File: src/qptu_pkg.sv
package qptu_pkg;

  // ----------------------------------------------------------------------
  // Register map
  // ----------------------------------------------------------------------

  // Register select width (odd byte addresses up to 0x25).
  localparam int unsigned ADDR_W = 6;
  localparam logic [5:0] TIMER_A_CONTROL_OFS = 6'h19;
  localparam logic [5:0] TIMER_B_CONTROL_OFS = 6'h1b;
  localparam logic [5:0] TIMER_CD_CONTROL_OFS = 6'h1d;
  localparam logic [5:0] TIMER_A_DATA_OFS = 6'h1f;
  localparam logic [5:0] TIMER_B_DATA_OFS = 6'h21;
  localparam logic [5:0] TIMER_C_DATA_OFS = 6'h23;
  localparam logic [5:0] TIMER_D_DATA_OFS = 6'h25;

  // ----------------------------------------------------------------------
  // Field layout and reset values
  // ----------------------------------------------------------------------

  // Reset value of every control and data register.
  localparam logic [7:0] REG_RESET = 8'h00;
  // Output-reset bit position in timer A and B control registers.
  localparam int unsigned FORCE_LOW_BIT = 4;
  // Readable mask of timer A and B control registers.
  localparam logic [7:0] AB_CTRL_MASK = 8'h0f;
  // Readable mask of the timer C/D control register.
  localparam logic [7:0] CD_CTRL_MASK = 8'h77;
  // Position of the timer C mode field.
  localparam int unsigned C_MODE_LSB = 4;
  // Edge register bits for the two auxiliary inputs.
  localparam int unsigned EDGE_BIT_LINE4 = 4;
  localparam int unsigned EDGE_BIT_LINE3 = 3;
  // Counter value at which the next count pulse times out.
  localparam logic [7:0] TERMINAL_COUNT = 8'h01;
  localparam logic [7:0] COUNT_STEP = 8'h01;

  // ----------------------------------------------------------------------
  // Modes and prescaler divisors
  // ----------------------------------------------------------------------

  // Mode code meaning stopped.
  localparam logic [2:0] DIV_STOP = 3'h0;
  // Event count code for timers A and B.
  localparam logic [3:0] MODE_EVENT = 4'h8;
  // Prescaler divisors for selector codes 1 to 7.
  localparam logic [7:0] DIV_1 = 8'h04;
  localparam logic [7:0] DIV_2 = 8'h0a;
  localparam logic [7:0] DIV_3 = 8'h10;
  localparam logic [7:0] DIV_4 = 8'h32;
  localparam logic [7:0] DIV_5 = 8'h40;
  localparam logic [7:0] DIV_6 = 8'h64;
  localparam logic [7:0] DIV_7 = 8'hc8;
  localparam logic [7:0] PRESCALE_ONE = 8'h01;
  localparam logic [7:0] PRESCALE_ZERO = 8'h00;

  // Decoded operation of one timer.
  typedef enum logic [3:0] {
    QPTU_OP_STOP = 4'b0001,
    QPTU_OP_DELAY = 4'b0010,
    QPTU_OP_EVENT = 4'b0100,
    QPTU_OP_PULSE = 4'b1000
  } qptu_op_type;

  // Host bus request carried into the block.
  typedef struct packed {
    logic cs;
    logic wr;
    logic [5:0] addr;
    logic [7:0] wdata;
  } qptu_bus_req_type;

  // Per-timer steering from the register side.
  typedef struct packed {
    qptu_op_type op;
    logic [2:0] div_sel;
    logic aux_level;
    logic edge_bit;
  } qptu_timer_ctl_type;

  // Divisor lookup for a 3-bit prescaler selector.
  function automatic logic [7:0] div_of(input logic [2:0] sel);
    logic [7:0] d;
    d = DIV_1;
    unique case (sel)
      3'h1: d = DIV_1;
      3'h2: d = DIV_2;
      3'h3: d = DIV_3;
      3'h4: d = DIV_4;
      3'h5: d = DIV_5;
      3'h6: d = DIV_6;
      3'h7: d = DIV_7;
      default: d = DIV_1;
    endcase
    return d;
  endfunction : div_of

endpackage : qptu_pkg

File: src/qptu_timer.sv
module qptu_timer (
  // Clock, reset and enable.
  input wire logic clk_i,
  input wire logic sys_rst_i,
  input wire logic clk_en_i,
  // Steering from the register side.
  input wire qptu_pkg::qptu_timer_ctl_type ctl_i,
  input wire logic edge_pulse_i,
  input wire logic force_low_i,
  input wire logic data_wr_i,
  input wire logic [7:0] data_i,
  // Timer state.
  output logic [7:0] count_o,
  output logic timeout_o,
  output logic out_o
);

  // ----------------------------------------------------------------------
  // Count pulse source
  // ----------------------------------------------------------------------

  // Prescaler counter, main down counter and reload register.
  logic [7:0] pre_q;
  logic [7:0] pre_d;
  logic [7:0] cnt_q;
  logic [7:0] cnt_d;
  logic [7:0] reload_q;
  logic out_q;

  // Divisor for the current selector.
  wire logic [7:0] div_w = qptu_pkg::div_of(ctl_i.div_sel);
  // Prescaled modes run; pulse width only while aux is at its active level.
  wire logic pre_run_w = (ctl_i.op == qptu_pkg::QPTU_OP_DELAY) ||
                         ((ctl_i.op == qptu_pkg::QPTU_OP_PULSE) && ctl_i.aux_level);
  // Prescaler wrap yields one count pulse.
  wire logic pre_tick_w = pre_run_w && (pre_q == div_w - qptu_pkg::PRESCALE_ONE);
  // Event count bypasses the prescaler: one pulse per active edge.
  wire logic count_w = pre_tick_w ||
                       ((ctl_i.op == qptu_pkg::QPTU_OP_EVENT) && edge_pulse_i);
  wire logic stopped_w = (ctl_i.op == qptu_pkg::QPTU_OP_STOP);
  wire logic tout_w = count_w && (cnt_q == qptu_pkg::TERMINAL_COUNT);

  // Prescaler next value: cleared when stopped or wrapped, holds when gated.
  always_comb begin
    pre_d = pre_q;
    if (!pre_run_w && stopped_w) begin
      pre_d = qptu_pkg::PRESCALE_ZERO;
    end else if (pre_tick_w) begin
      pre_d = qptu_pkg::PRESCALE_ZERO;
    end else if (pre_run_w) begin
      pre_d = pre_q + qptu_pkg::PRESCALE_ONE;
    end
  end

  // Main counter next value.
  always_comb begin
    cnt_d = cnt_q;
    if (data_wr_i && stopped_w) begin
      cnt_d = data_i;
    end else if (tout_w) begin
      cnt_d = reload_q;
    end else if (count_w) begin
      cnt_d = cnt_q - qptu_pkg::COUNT_STEP;
    end
  end

  // ----------------------------------------------------------------------
  // State registers
  // ----------------------------------------------------------------------

  // Counters, reload value and output toggle.
  always_ff @(posedge clk_i) begin
    if (sys_rst_i) begin
      pre_q <= qptu_pkg::PRESCALE_ZERO;
      cnt_q <= qptu_pkg::REG_RESET;
      reload_q <= qptu_pkg::REG_RESET;
      out_q <= 1'b0;
    end else if (clk_en_i) begin
      pre_q <= pre_d;
      cnt_q <= cnt_d;
      if (data_wr_i) begin
        reload_q <= data_i;
      end
      if (force_low_i) begin
        out_q <= 1'b0;
      end else if (tout_w) begin
        out_q <= ~out_q;
      end
    end
  end

  assign count_o = cnt_q;
  assign timeout_o = tout_w && clk_en_i;
  assign out_o = out_q;

endmodule : qptu_timer

File: src/qptu_top.sv
module qptu_top (
  // Clock, reset and enable.
  input wire logic clk_i,
  input wire logic sys_rst_i,
  input wire logic clk_en_i,
  // Host register port; a data strobe marks each access.
  input wire qptu_pkg::qptu_bus_req_type bus_req_i,
  input wire logic data_strobe_i,
  output logic [7:0] rdata_o,
  // Edge select register contents and raw port lines 3 and 4.
  input wire logic [7:0] edge_select_register_i,
  input wire logic port_line_3_i,
  input wire logic port_line_4_i,
  // Auxiliary inputs from outside.
  input wire logic aux_input_a_i,
  input wire logic aux_input_b_i,
  // Timer outputs and timeout pulses.
  output logic timer_a_output_o,
  output logic timer_b_output_o,
  output logic timer_c_output_o,
  output logic timer_d_output_o,
  output logic [3:0] timeout_o,
  // Interrupt channel sources for port lines 4 and 3 and their edge bits.
  output logic line4_irq_src_o,
  output logic line3_irq_src_o,
  output logic line4_irq_edge_o,
  output logic line3_irq_edge_o
);

  // ----------------------------------------------------------------------
  // Control registers
  // ----------------------------------------------------------------------

  // Mode fields of the four timers.
  logic [3:0] timer_a_mode_field_q;
  logic [3:0] timer_b_mode_field_q;
  logic [2:0] timer_c_mode_field_q;
  logic [2:0] timer_d_mode_field_q;
  // Captured counter values and auxiliary synchronisers.
  logic [7:0] cap_q [4];
  logic [2:0] aux_a_sync_q;
  logic [2:0] aux_b_sync_q;
  logic aux_a_q;
  logic aux_b_q;
  logic strobe_q;
  logic [7:0] rdata_q;

  // Access decode.
  wire logic wr_w = bus_req_i.cs && bus_req_i.wr && data_strobe_i;
  wire logic wr_a_ctl_w = wr_w && (bus_req_i.addr == qptu_pkg::TIMER_A_CONTROL_OFS);
  wire logic wr_b_ctl_w = wr_w && (bus_req_i.addr == qptu_pkg::TIMER_B_CONTROL_OFS);
  wire logic wr_cd_ctl_w = wr_w && (bus_req_i.addr == qptu_pkg::TIMER_CD_CONTROL_OFS);
  wire logic [3:0] wr_data_w = {
    wr_w && (bus_req_i.addr == qptu_pkg::TIMER_D_DATA_OFS),
    wr_w && (bus_req_i.addr == qptu_pkg::TIMER_C_DATA_OFS),
    wr_w && (bus_req_i.addr == qptu_pkg::TIMER_B_DATA_OFS),
    wr_w && (bus_req_i.addr == qptu_pkg::TIMER_A_DATA_OFS)};
  // Rising edge of the data strobe captures the counters.
  wire logic strobe_rise_w = data_strobe_i && !strobe_q;

  // Control register writes; the force bit is not stored and reads back as zero.
  always_ff @(posedge clk_i) begin
    if (sys_rst_i) begin
      timer_a_mode_field_q <= qptu_pkg::REG_RESET[3:0];
      timer_b_mode_field_q <= qptu_pkg::REG_RESET[3:0];
      timer_c_mode_field_q <= qptu_pkg::REG_RESET[2:0];
      timer_d_mode_field_q <= qptu_pkg::REG_RESET[2:0];
    end else if (clk_en_i) begin
      if (wr_a_ctl_w) begin
        timer_a_mode_field_q <= bus_req_i.wdata[3:0];
      end
      if (wr_b_ctl_w) begin
        timer_b_mode_field_q <= bus_req_i.wdata[3:0];
      end
      if (wr_cd_ctl_w) begin
        timer_c_mode_field_q <= bus_req_i.wdata[qptu_pkg::C_MODE_LSB +: 3];
        timer_d_mode_field_q <= bus_req_i.wdata[2:0];
      end
    end
  end

  // ----------------------------------------------------------------------
  // Auxiliary input conditioning
  // ----------------------------------------------------------------------

  // Three-stage synchronisers; a change counts once stages two and three agree.
  always_ff @(posedge clk_i) begin
    if (sys_rst_i) begin
      aux_a_sync_q <= 3'h0;
      aux_b_sync_q <= 3'h0;
      aux_a_q <= 1'b0;
      aux_b_q <= 1'b0;
      strobe_q <= 1'b0;
    end else if (clk_en_i) begin
      aux_a_sync_q <= {aux_a_sync_q[1:0], aux_input_a_i};
      aux_b_sync_q <= {aux_b_sync_q[1:0], aux_input_b_i};
      if (aux_a_sync_q[1] == aux_a_sync_q[2]) begin
        aux_a_q <= aux_a_sync_q[2];
      end
      if (aux_b_sync_q[1] == aux_b_sync_q[2]) begin
        aux_b_q <= aux_b_sync_q[2];
      end
      strobe_q <= data_strobe_i;
    end
  end

  wire logic edge_a_w = edge_select_register_i[qptu_pkg::EDGE_BIT_LINE4];
  wire logic edge_b_w = edge_select_register_i[qptu_pkg::EDGE_BIT_LINE3];
  // Edge bit xnor input gives active level.
  // Toggling the edge bit shifts that level and may count.
  wire logic lvl_a_w = aux_a_q ~^ edge_a_w;
  wire logic lvl_b_w = aux_b_q ~^ edge_b_w;
  logic lvl_a_q;
  logic lvl_b_q;

  // Previous active level, for transition detection after the edge select.
  always_ff @(posedge clk_i) begin
    if (sys_rst_i) begin
      lvl_a_q <= 1'b0;
      lvl_b_q <= 1'b0;
    end else if (clk_en_i) begin
      lvl_a_q <= lvl_a_w;
      lvl_b_q <= lvl_b_w;
    end
  end

  // ----------------------------------------------------------------------
  // Mode decode
  // ----------------------------------------------------------------------

  // Decode a four-bit A/B mode field.
  function automatic qptu_pkg::qptu_op_type ab_op(input logic [3:0] m);
    qptu_pkg::qptu_op_type op;
    if (m[2:0] == qptu_pkg::DIV_STOP) begin
      op = (m == qptu_pkg::MODE_EVENT) ? qptu_pkg::QPTU_OP_EVENT : qptu_pkg::QPTU_OP_STOP;
    end else begin
      op = m[3] ? qptu_pkg::QPTU_OP_PULSE : qptu_pkg::QPTU_OP_DELAY;
    end
    return op;
  endfunction : ab_op

  // Decode a three-bit C/D mode field.
  function automatic qptu_pkg::qptu_op_type cd_op(input logic [2:0] m);
    return (m == qptu_pkg::DIV_STOP) ? qptu_pkg::QPTU_OP_STOP : qptu_pkg::QPTU_OP_DELAY;
  endfunction : cd_op

  // Steering bundles for each timer.
  qptu_pkg::qptu_timer_ctl_type ctl_w [4];
  assign ctl_w[0] = '{op: ab_op(timer_a_mode_field_q), div_sel: timer_a_mode_field_q[2:0],
                      aux_level: lvl_a_w, edge_bit: edge_a_w};
  assign ctl_w[1] = '{op: ab_op(timer_b_mode_field_q), div_sel: timer_b_mode_field_q[2:0],
                      aux_level: lvl_b_w, edge_bit: edge_b_w};
  assign ctl_w[2] = '{op: cd_op(timer_c_mode_field_q), div_sel: timer_c_mode_field_q,
                      aux_level: 1'b0, edge_bit: 1'b0};
  assign ctl_w[3] = '{op: cd_op(timer_d_mode_field_q), div_sel: timer_d_mode_field_q,
                      aux_level: 1'b0, edge_bit: 1'b0};

  // Active transition pulses for event count.
  wire logic [3:0] edge_pulse_w = {2'b00, lvl_b_w && !lvl_b_q, lvl_a_w && !lvl_a_q};
  // Force-low acts in the write cycle itself, so the output is low after it.
  wire logic [3:0] force_w = {2'b00,
                              wr_b_ctl_w && bus_req_i.wdata[qptu_pkg::FORCE_LOW_BIT],
                              wr_a_ctl_w && bus_req_i.wdata[qptu_pkg::FORCE_LOW_BIT]};
  wire logic [3:0] out_w;
  logic [7:0] count_w [4];

  // ----------------------------------------------------------------------
  // Timers
  // ----------------------------------------------------------------------

  for (genvar t = 0; t < 4; t++) begin : g_timer
    qptu_timer u_timer (
      .clk_i(clk_i),
      .sys_rst_i(sys_rst_i),
      .clk_en_i(clk_en_i),
      .ctl_i(ctl_w[t]),
      .edge_pulse_i(edge_pulse_w[t]),
      .force_low_i(force_w[t]),
      .data_wr_i(wr_data_w[t]),
      .data_i(bus_req_i.wdata),
      .count_o(count_w[t]),
      .timeout_o(timeout_o[t]),
      .out_o(out_w[t])
    );
  end

  // Capture counters on each rising data strobe.
  always_ff @(posedge clk_i) begin
    if (sys_rst_i) begin
      for (int i = 0; i < 4; i++) begin
        cap_q[i] <= qptu_pkg::REG_RESET;
      end
    end else if (clk_en_i && strobe_rise_w) begin
      for (int i = 0; i < 4; i++) begin
        cap_q[i] <= count_w[i];
      end
    end
  end

  // ----------------------------------------------------------------------
  // Read path
  // ----------------------------------------------------------------------

  // Unused control bits masked to zero.
  logic [7:0] rsel_w;
  always_comb begin
    rsel_w = 8'h00;
    unique case (bus_req_i.addr)
      qptu_pkg::TIMER_A_CONTROL_OFS: rsel_w = {4'h0, timer_a_mode_field_q} & qptu_pkg::AB_CTRL_MASK;
      qptu_pkg::TIMER_B_CONTROL_OFS: rsel_w = {4'h0, timer_b_mode_field_q} & qptu_pkg::AB_CTRL_MASK;
      qptu_pkg::TIMER_CD_CONTROL_OFS: rsel_w = {1'b0, timer_c_mode_field_q, 1'b0,
                                               timer_d_mode_field_q} & qptu_pkg::CD_CTRL_MASK;
      qptu_pkg::TIMER_A_DATA_OFS: rsel_w = cap_q[0];
      qptu_pkg::TIMER_B_DATA_OFS: rsel_w = cap_q[1];
      qptu_pkg::TIMER_C_DATA_OFS: rsel_w = cap_q[2];
      qptu_pkg::TIMER_D_DATA_OFS: rsel_w = cap_q[3];
      default: rsel_w = 8'h00;
    endcase
  end

  // Registered read data.
  always_ff @(posedge clk_i) begin
    if (sys_rst_i) begin
      rdata_q <= qptu_pkg::REG_RESET;
    end else if (clk_en_i && bus_req_i.cs && !bus_req_i.wr) begin
      rdata_q <= rsel_w;
    end
  end
  assign rdata_o = rdata_q;

  // ----------------------------------------------------------------------
  // Outputs and interrupt source steering
  // ----------------------------------------------------------------------

  // Outputs low from reset via the cores.
  assign timer_a_output_o = out_w[0];
  assign timer_b_output_o = out_w[1];
  assign timer_c_output_o = out_w[2];
  assign timer_d_output_o = out_w[3];

  // Only pulse-width mode redirects lines, with inverted edge.
  wire logic pw_a_w = (ctl_w[0].op == qptu_pkg::QPTU_OP_PULSE);
  wire logic pw_b_w = (ctl_w[1].op == qptu_pkg::QPTU_OP_PULSE);
  assign line4_irq_src_o = pw_a_w ? aux_a_q : port_line_4_i;
  assign line3_irq_src_o = pw_b_w ? aux_b_q : port_line_3_i;
  assign line4_irq_edge_o = pw_a_w ? !edge_a_w : edge_a_w;
  assign line3_irq_edge_o = pw_b_w ? !edge_b_w : edge_b_w;

endmodule : qptu_top

File: config.mk
export PLATFORM = sky130hd
export DESIGN_NAME = qptu_top
export DESIGN_NICKNAME = d
export VERILOG_FILES = /design/src/qptu_pkg.sv /design/src/qptu_timer.sv /design/src/qptu_top.sv
export SDC_FILE = /design/constraint.sdc
export NUM_CORES = 1
export LEC_CHECK = 0
export BUFFER_PORTS_ARGS = -buffer_cell sky130_fd_sc_hd__clkbuf_2
export CELL_PAD_IN_SITES_DETAIL_PLACEMENT = 1
export CELL_PAD_IN_SITES_GLOBAL_PLACEMENT = 2
export CORE_MARGIN = 2
export CORE_UTILIZATION = 37
export CTS_BUF_LIST = sky130_fd_sc_hd__clkbuf_16
export DETAILED_ROUTE_END_ITERATION = 7
export GPL_ROUTABILITY_DRIVEN = 0
export GPL_TIMING_DRIVEN = 0
export PLACE_DENSITY_LB_ADDON = 0.1
export SYNTH_ARGS = -nofsm -noshare
export SYNTH_HDL_FRONTEND = slang
export SYNTH_HIERARCHICAL = 1
export SYNTH_SLANG_ARGS = --single-unit
File: constraint.sdc
create_clock -name clk_i -period 8.5 [get_ports clk_i]
set_input_delay 0.85 -clock clk_i [delete_from_list [all_inputs] [get_ports clk_i]]
set_output_delay 0.85 -clock clk_i [all_outputs]
set_load 0.05 [all_outputs]
==> metrics.yaml <==
status: "finished clean"
cts-resized-gates: 0
end_kind: "output pin"
slew_viol_final: 0
arrival_ns: 3.79
insertion_delay_ns: 0.44
io_pins: 52
grt_pass1_vias: 8775
crit_slowest_cell: "or4_4"
area_growth_pct: 14.3
cp_cell_sequence: "buf_2 -> nand2_1 -> nor2_1 -> nor2_1 -> ha_1 -> xor2_1 -> o2111ai_1 -> or4_4 -> or3_1 -> buf_6 -> a21o_1 -> buf_6 -> nor2_1 -> clkbuf_2"
grt-ovfl-total: 0
track_usage_pct: 22.5
worstMarginPinSlew_ns: 0.952
num_vias: 8775
path_common_cell: "nor2_1"
nets: 1300
core_area_um2: 26700
slowest_delay_ns: 0.57
clkTransAtPathRegs_ns: 0.07
seq_area_frac_synth_pct: 36.2
cellPowerDensity_nw_per_um2: 155
rsz0062_at_grt: "false"
synth_cells: 1156
syn_avg_cell_area_um2: 8.66
drc_errors: 0
hold_class: "flop to flop"
cts_htree_levels: 4
stdcell_area_um2: 11400
max_freq_mhz: 216
cp-start-kind: "flop"
wl_um: 31200
drt_pass1_iterations: 5
start_util_pct: 37.5
yosysWarnings: 6
synth_edf_count: 32
async_flop_share_pct: 0
portBuffers: 44
cts.sinks: 165
root_buffer: "clkbuf_16"
vdd_drop_max_uv: 113
drt-initial-drc-count: 422
die-area_um2: 28400
grt_max_degree: 33
vias_per_cell: 5.46
fp-row-count: 60
drive_gt1_share_pct: 11.3
critical_path_class: "flop to output pin"
place_area_um2: 10800
wl_per_cell_um: 19.4
cap_violations: 0
worst_clock_skew_ns: 0.0123
cts_buffers: 17
p_leak_uw: 0.00433
period_needed_ns: 4.64
synth_seq_cells: 165
period_share_pct: 54.6
cts_buffer_depth: 2
dp_hpwl_um: 22300
final_cells: 1606
synth_area_um2: 10000
holdBufCountCts: 0
dpl.cell_count: 1574
critPathRequiredTime_ns: 7.65
ys_types: 68
tns_ns: 0
n_antenna_cell: 0
hold_violations: 0
setup_viol: 0
antenna_found_initial: 0
detail-route-antenna-nets: 0
postCtsSetupRepairBufs: 0
cts_tree: "yes"
synthFlopType: "dfxtp_1"
die_w_um: 168
die_h_um: 168
crit_path_max_fanout: 10
max-slew-margin-rel_pct: 36.4
grt_pass1_wl_um: 49700
-- flip-flops by register name, indices dropped and copies added (netlist names), 3 cells and up --
signal / cells
g_timer.u_timer/count_o: 32
g_timer.u_timer/reload_q: 32
aux_a_sync_q: 3
g_timer.u_timer/pre_q: 32
timer_d_mode_field_q: 3
timer_b_mode_field_q: 4
timer_a_mode_field_q: 4
aux_b_sync_q: 3
rdata_o: 8
cap_q: 32
timer_c_mode_field_q: 3
g_timer.u_timer/out_o: 4
-- path summary, 6_finish.rpt --
path	start	endpoint	slack [ns]	depth (start not counted)
setup / recovery	timer_d_mode_field_q[1]	timeout_o[3]	3.86	14
hold / removal	g_timer[2].u_timer/reload_q[5]	g_timer[2].u_timer/reload_q[5]	0.46	2
setup reg to reg	timer_a_mode_field_q[0]	g_timer[0].u_timer/count_o[7]	5.03	11
hold reg to reg	g_timer[2].u_timer/reload_q[5]	g_timer[2].u_timer/reload_q[5]	0.46	2
-- per-layer routing --
| metal | vias to the layer above | track usage (%) | part of all wire [%] |
|---|---|---|---|
| met2 | 139 | 36.6 | 46 |
| met4 | 0 | 6.15 | 1.7 |
| met3 | 28 | 3.95 | 3.5 |
| met1 | 4282 | 30.8 | 49 |
| met5 | - | 0 | 0 |
| li1 | 4326 | - | - |
-- stage by stage --
step	power, uW	setup WS (ns)	util [%]	hold WS, ns
final	1780	3.86	42.8	0.455
after CTS	1800	3.81	42.8	0.458
after global placement	935	4.14	40.3	0.443
after detailed placement	936	4.14	40.4	0.448
after global routing	1840	3.55	42.8	0.477
after floorplan	888	4.32	-	0.436
-- area by class of cell --
type | count | area (um^2)
fill | 3189 | 15300
multi-input combinational | 913 | 6000
sequential | 165 | 3620
clock buffer | 20 | 500
tap | 341 | 427
buffer | 68 | 363
timing repair buffer | 44 | 220
inverter | 43 | 161
clock inverter | 12 | 146
-- cells by family (layout without fill, tap and decap cells) --
logic type | Yosys count | count (layout) | synth area share [%]
compound gates | 215 | 215 | 14.9
simple gates | 511 | 511 | 28.6
other cells | 1 | 34 | 0.0375
buf+inv | 111 | 187 | 5.24
mux | 73 | 73 | 7.37
xor+xnor | 64 | 64 | 5.60
fa+ha+maj | 16 | 16 | 2.00
flops | 165 | 165 | 36.2
-- where the power goes --
group	total [uW]	switching (uW)	internal, uW
clock network	857	343	514
registers	813	5.65	807
logic	105	77.0	28.4
-- worst max-delay path, delay by kind of cell (launching register included) --
kind	cells	cell delay, ns
simple gates	6	1.31
xor+xnor	1	0.15
buf+inv	4	0.84
compound gates	2	0.32
flops	1	0.45
fa+ha+maj	1	0.28
-- placed cells by master, fill, tap and decap left out, types with 17 or more instances in the layout --
| master | count |
|---|---|
| nor3_1 | 43 |
| a21oi_1 | 69 |
| dfxtp_1 | 133 |
| or3b_2 | 17 |
| conb_1 | 34 |
| o21ai_0 | 28 |
| nand4b_1 | 29 |
| nand2b_1 | 20 |
| edfxtp_1 | 32 |
| clkbuf_2 | 44 |
| xnor2_1 | 40 |
| and2_1 | 40 |
| nand3_1 | 41 |
| mux2i_1 | 67 |
| clkbuf_16 | 20 |
| xor2_1 | 24 |
| nor2_1 | 112 |
| nand2_1 | 104 |
| inv_1 | 45 |
| clkbuf_1 | 38 |
-- synth_stat cells (5+ instances only) --
cell,n,area [um^2]
o21ai_1,5,25.0
nor3_1,43,215
a21o_1,10,75.1
dfxtp_1,133,2660
buf_2,5,25.0
nor4b_1,12,105
and2_1,40,250
xor2_1,24,210
xnor2_1,40,350
nand4b_1,29,254
nand3b_1,12,90.1
a21oi_1,69,345
nand2_1,104,390
o211ai_1,8,60.1
o311ai_0,8,70.1
nand3_1,41,205
a211oi_1,12,90.1
mux2i_1,67,671
buf_6,13,146
or3_1,6,37.5
nand2b_1,20,125
nand4_1,5,31.3
or3b_2,17,149
o31a_1,16,140
clkbuf_1,38,143
o21bai_1,13,97.6
or4_1,9,67.6
nor2_1,112,420
edfxtp_1,32,961
o21ai_0,28,140
nor4_1,14,87.6
ha_1,16,200
mux2_2,6,67.6
buf_1,11,41.3
inv_1,43,161
Note: power is estimated with default switching activity, not from simulation.
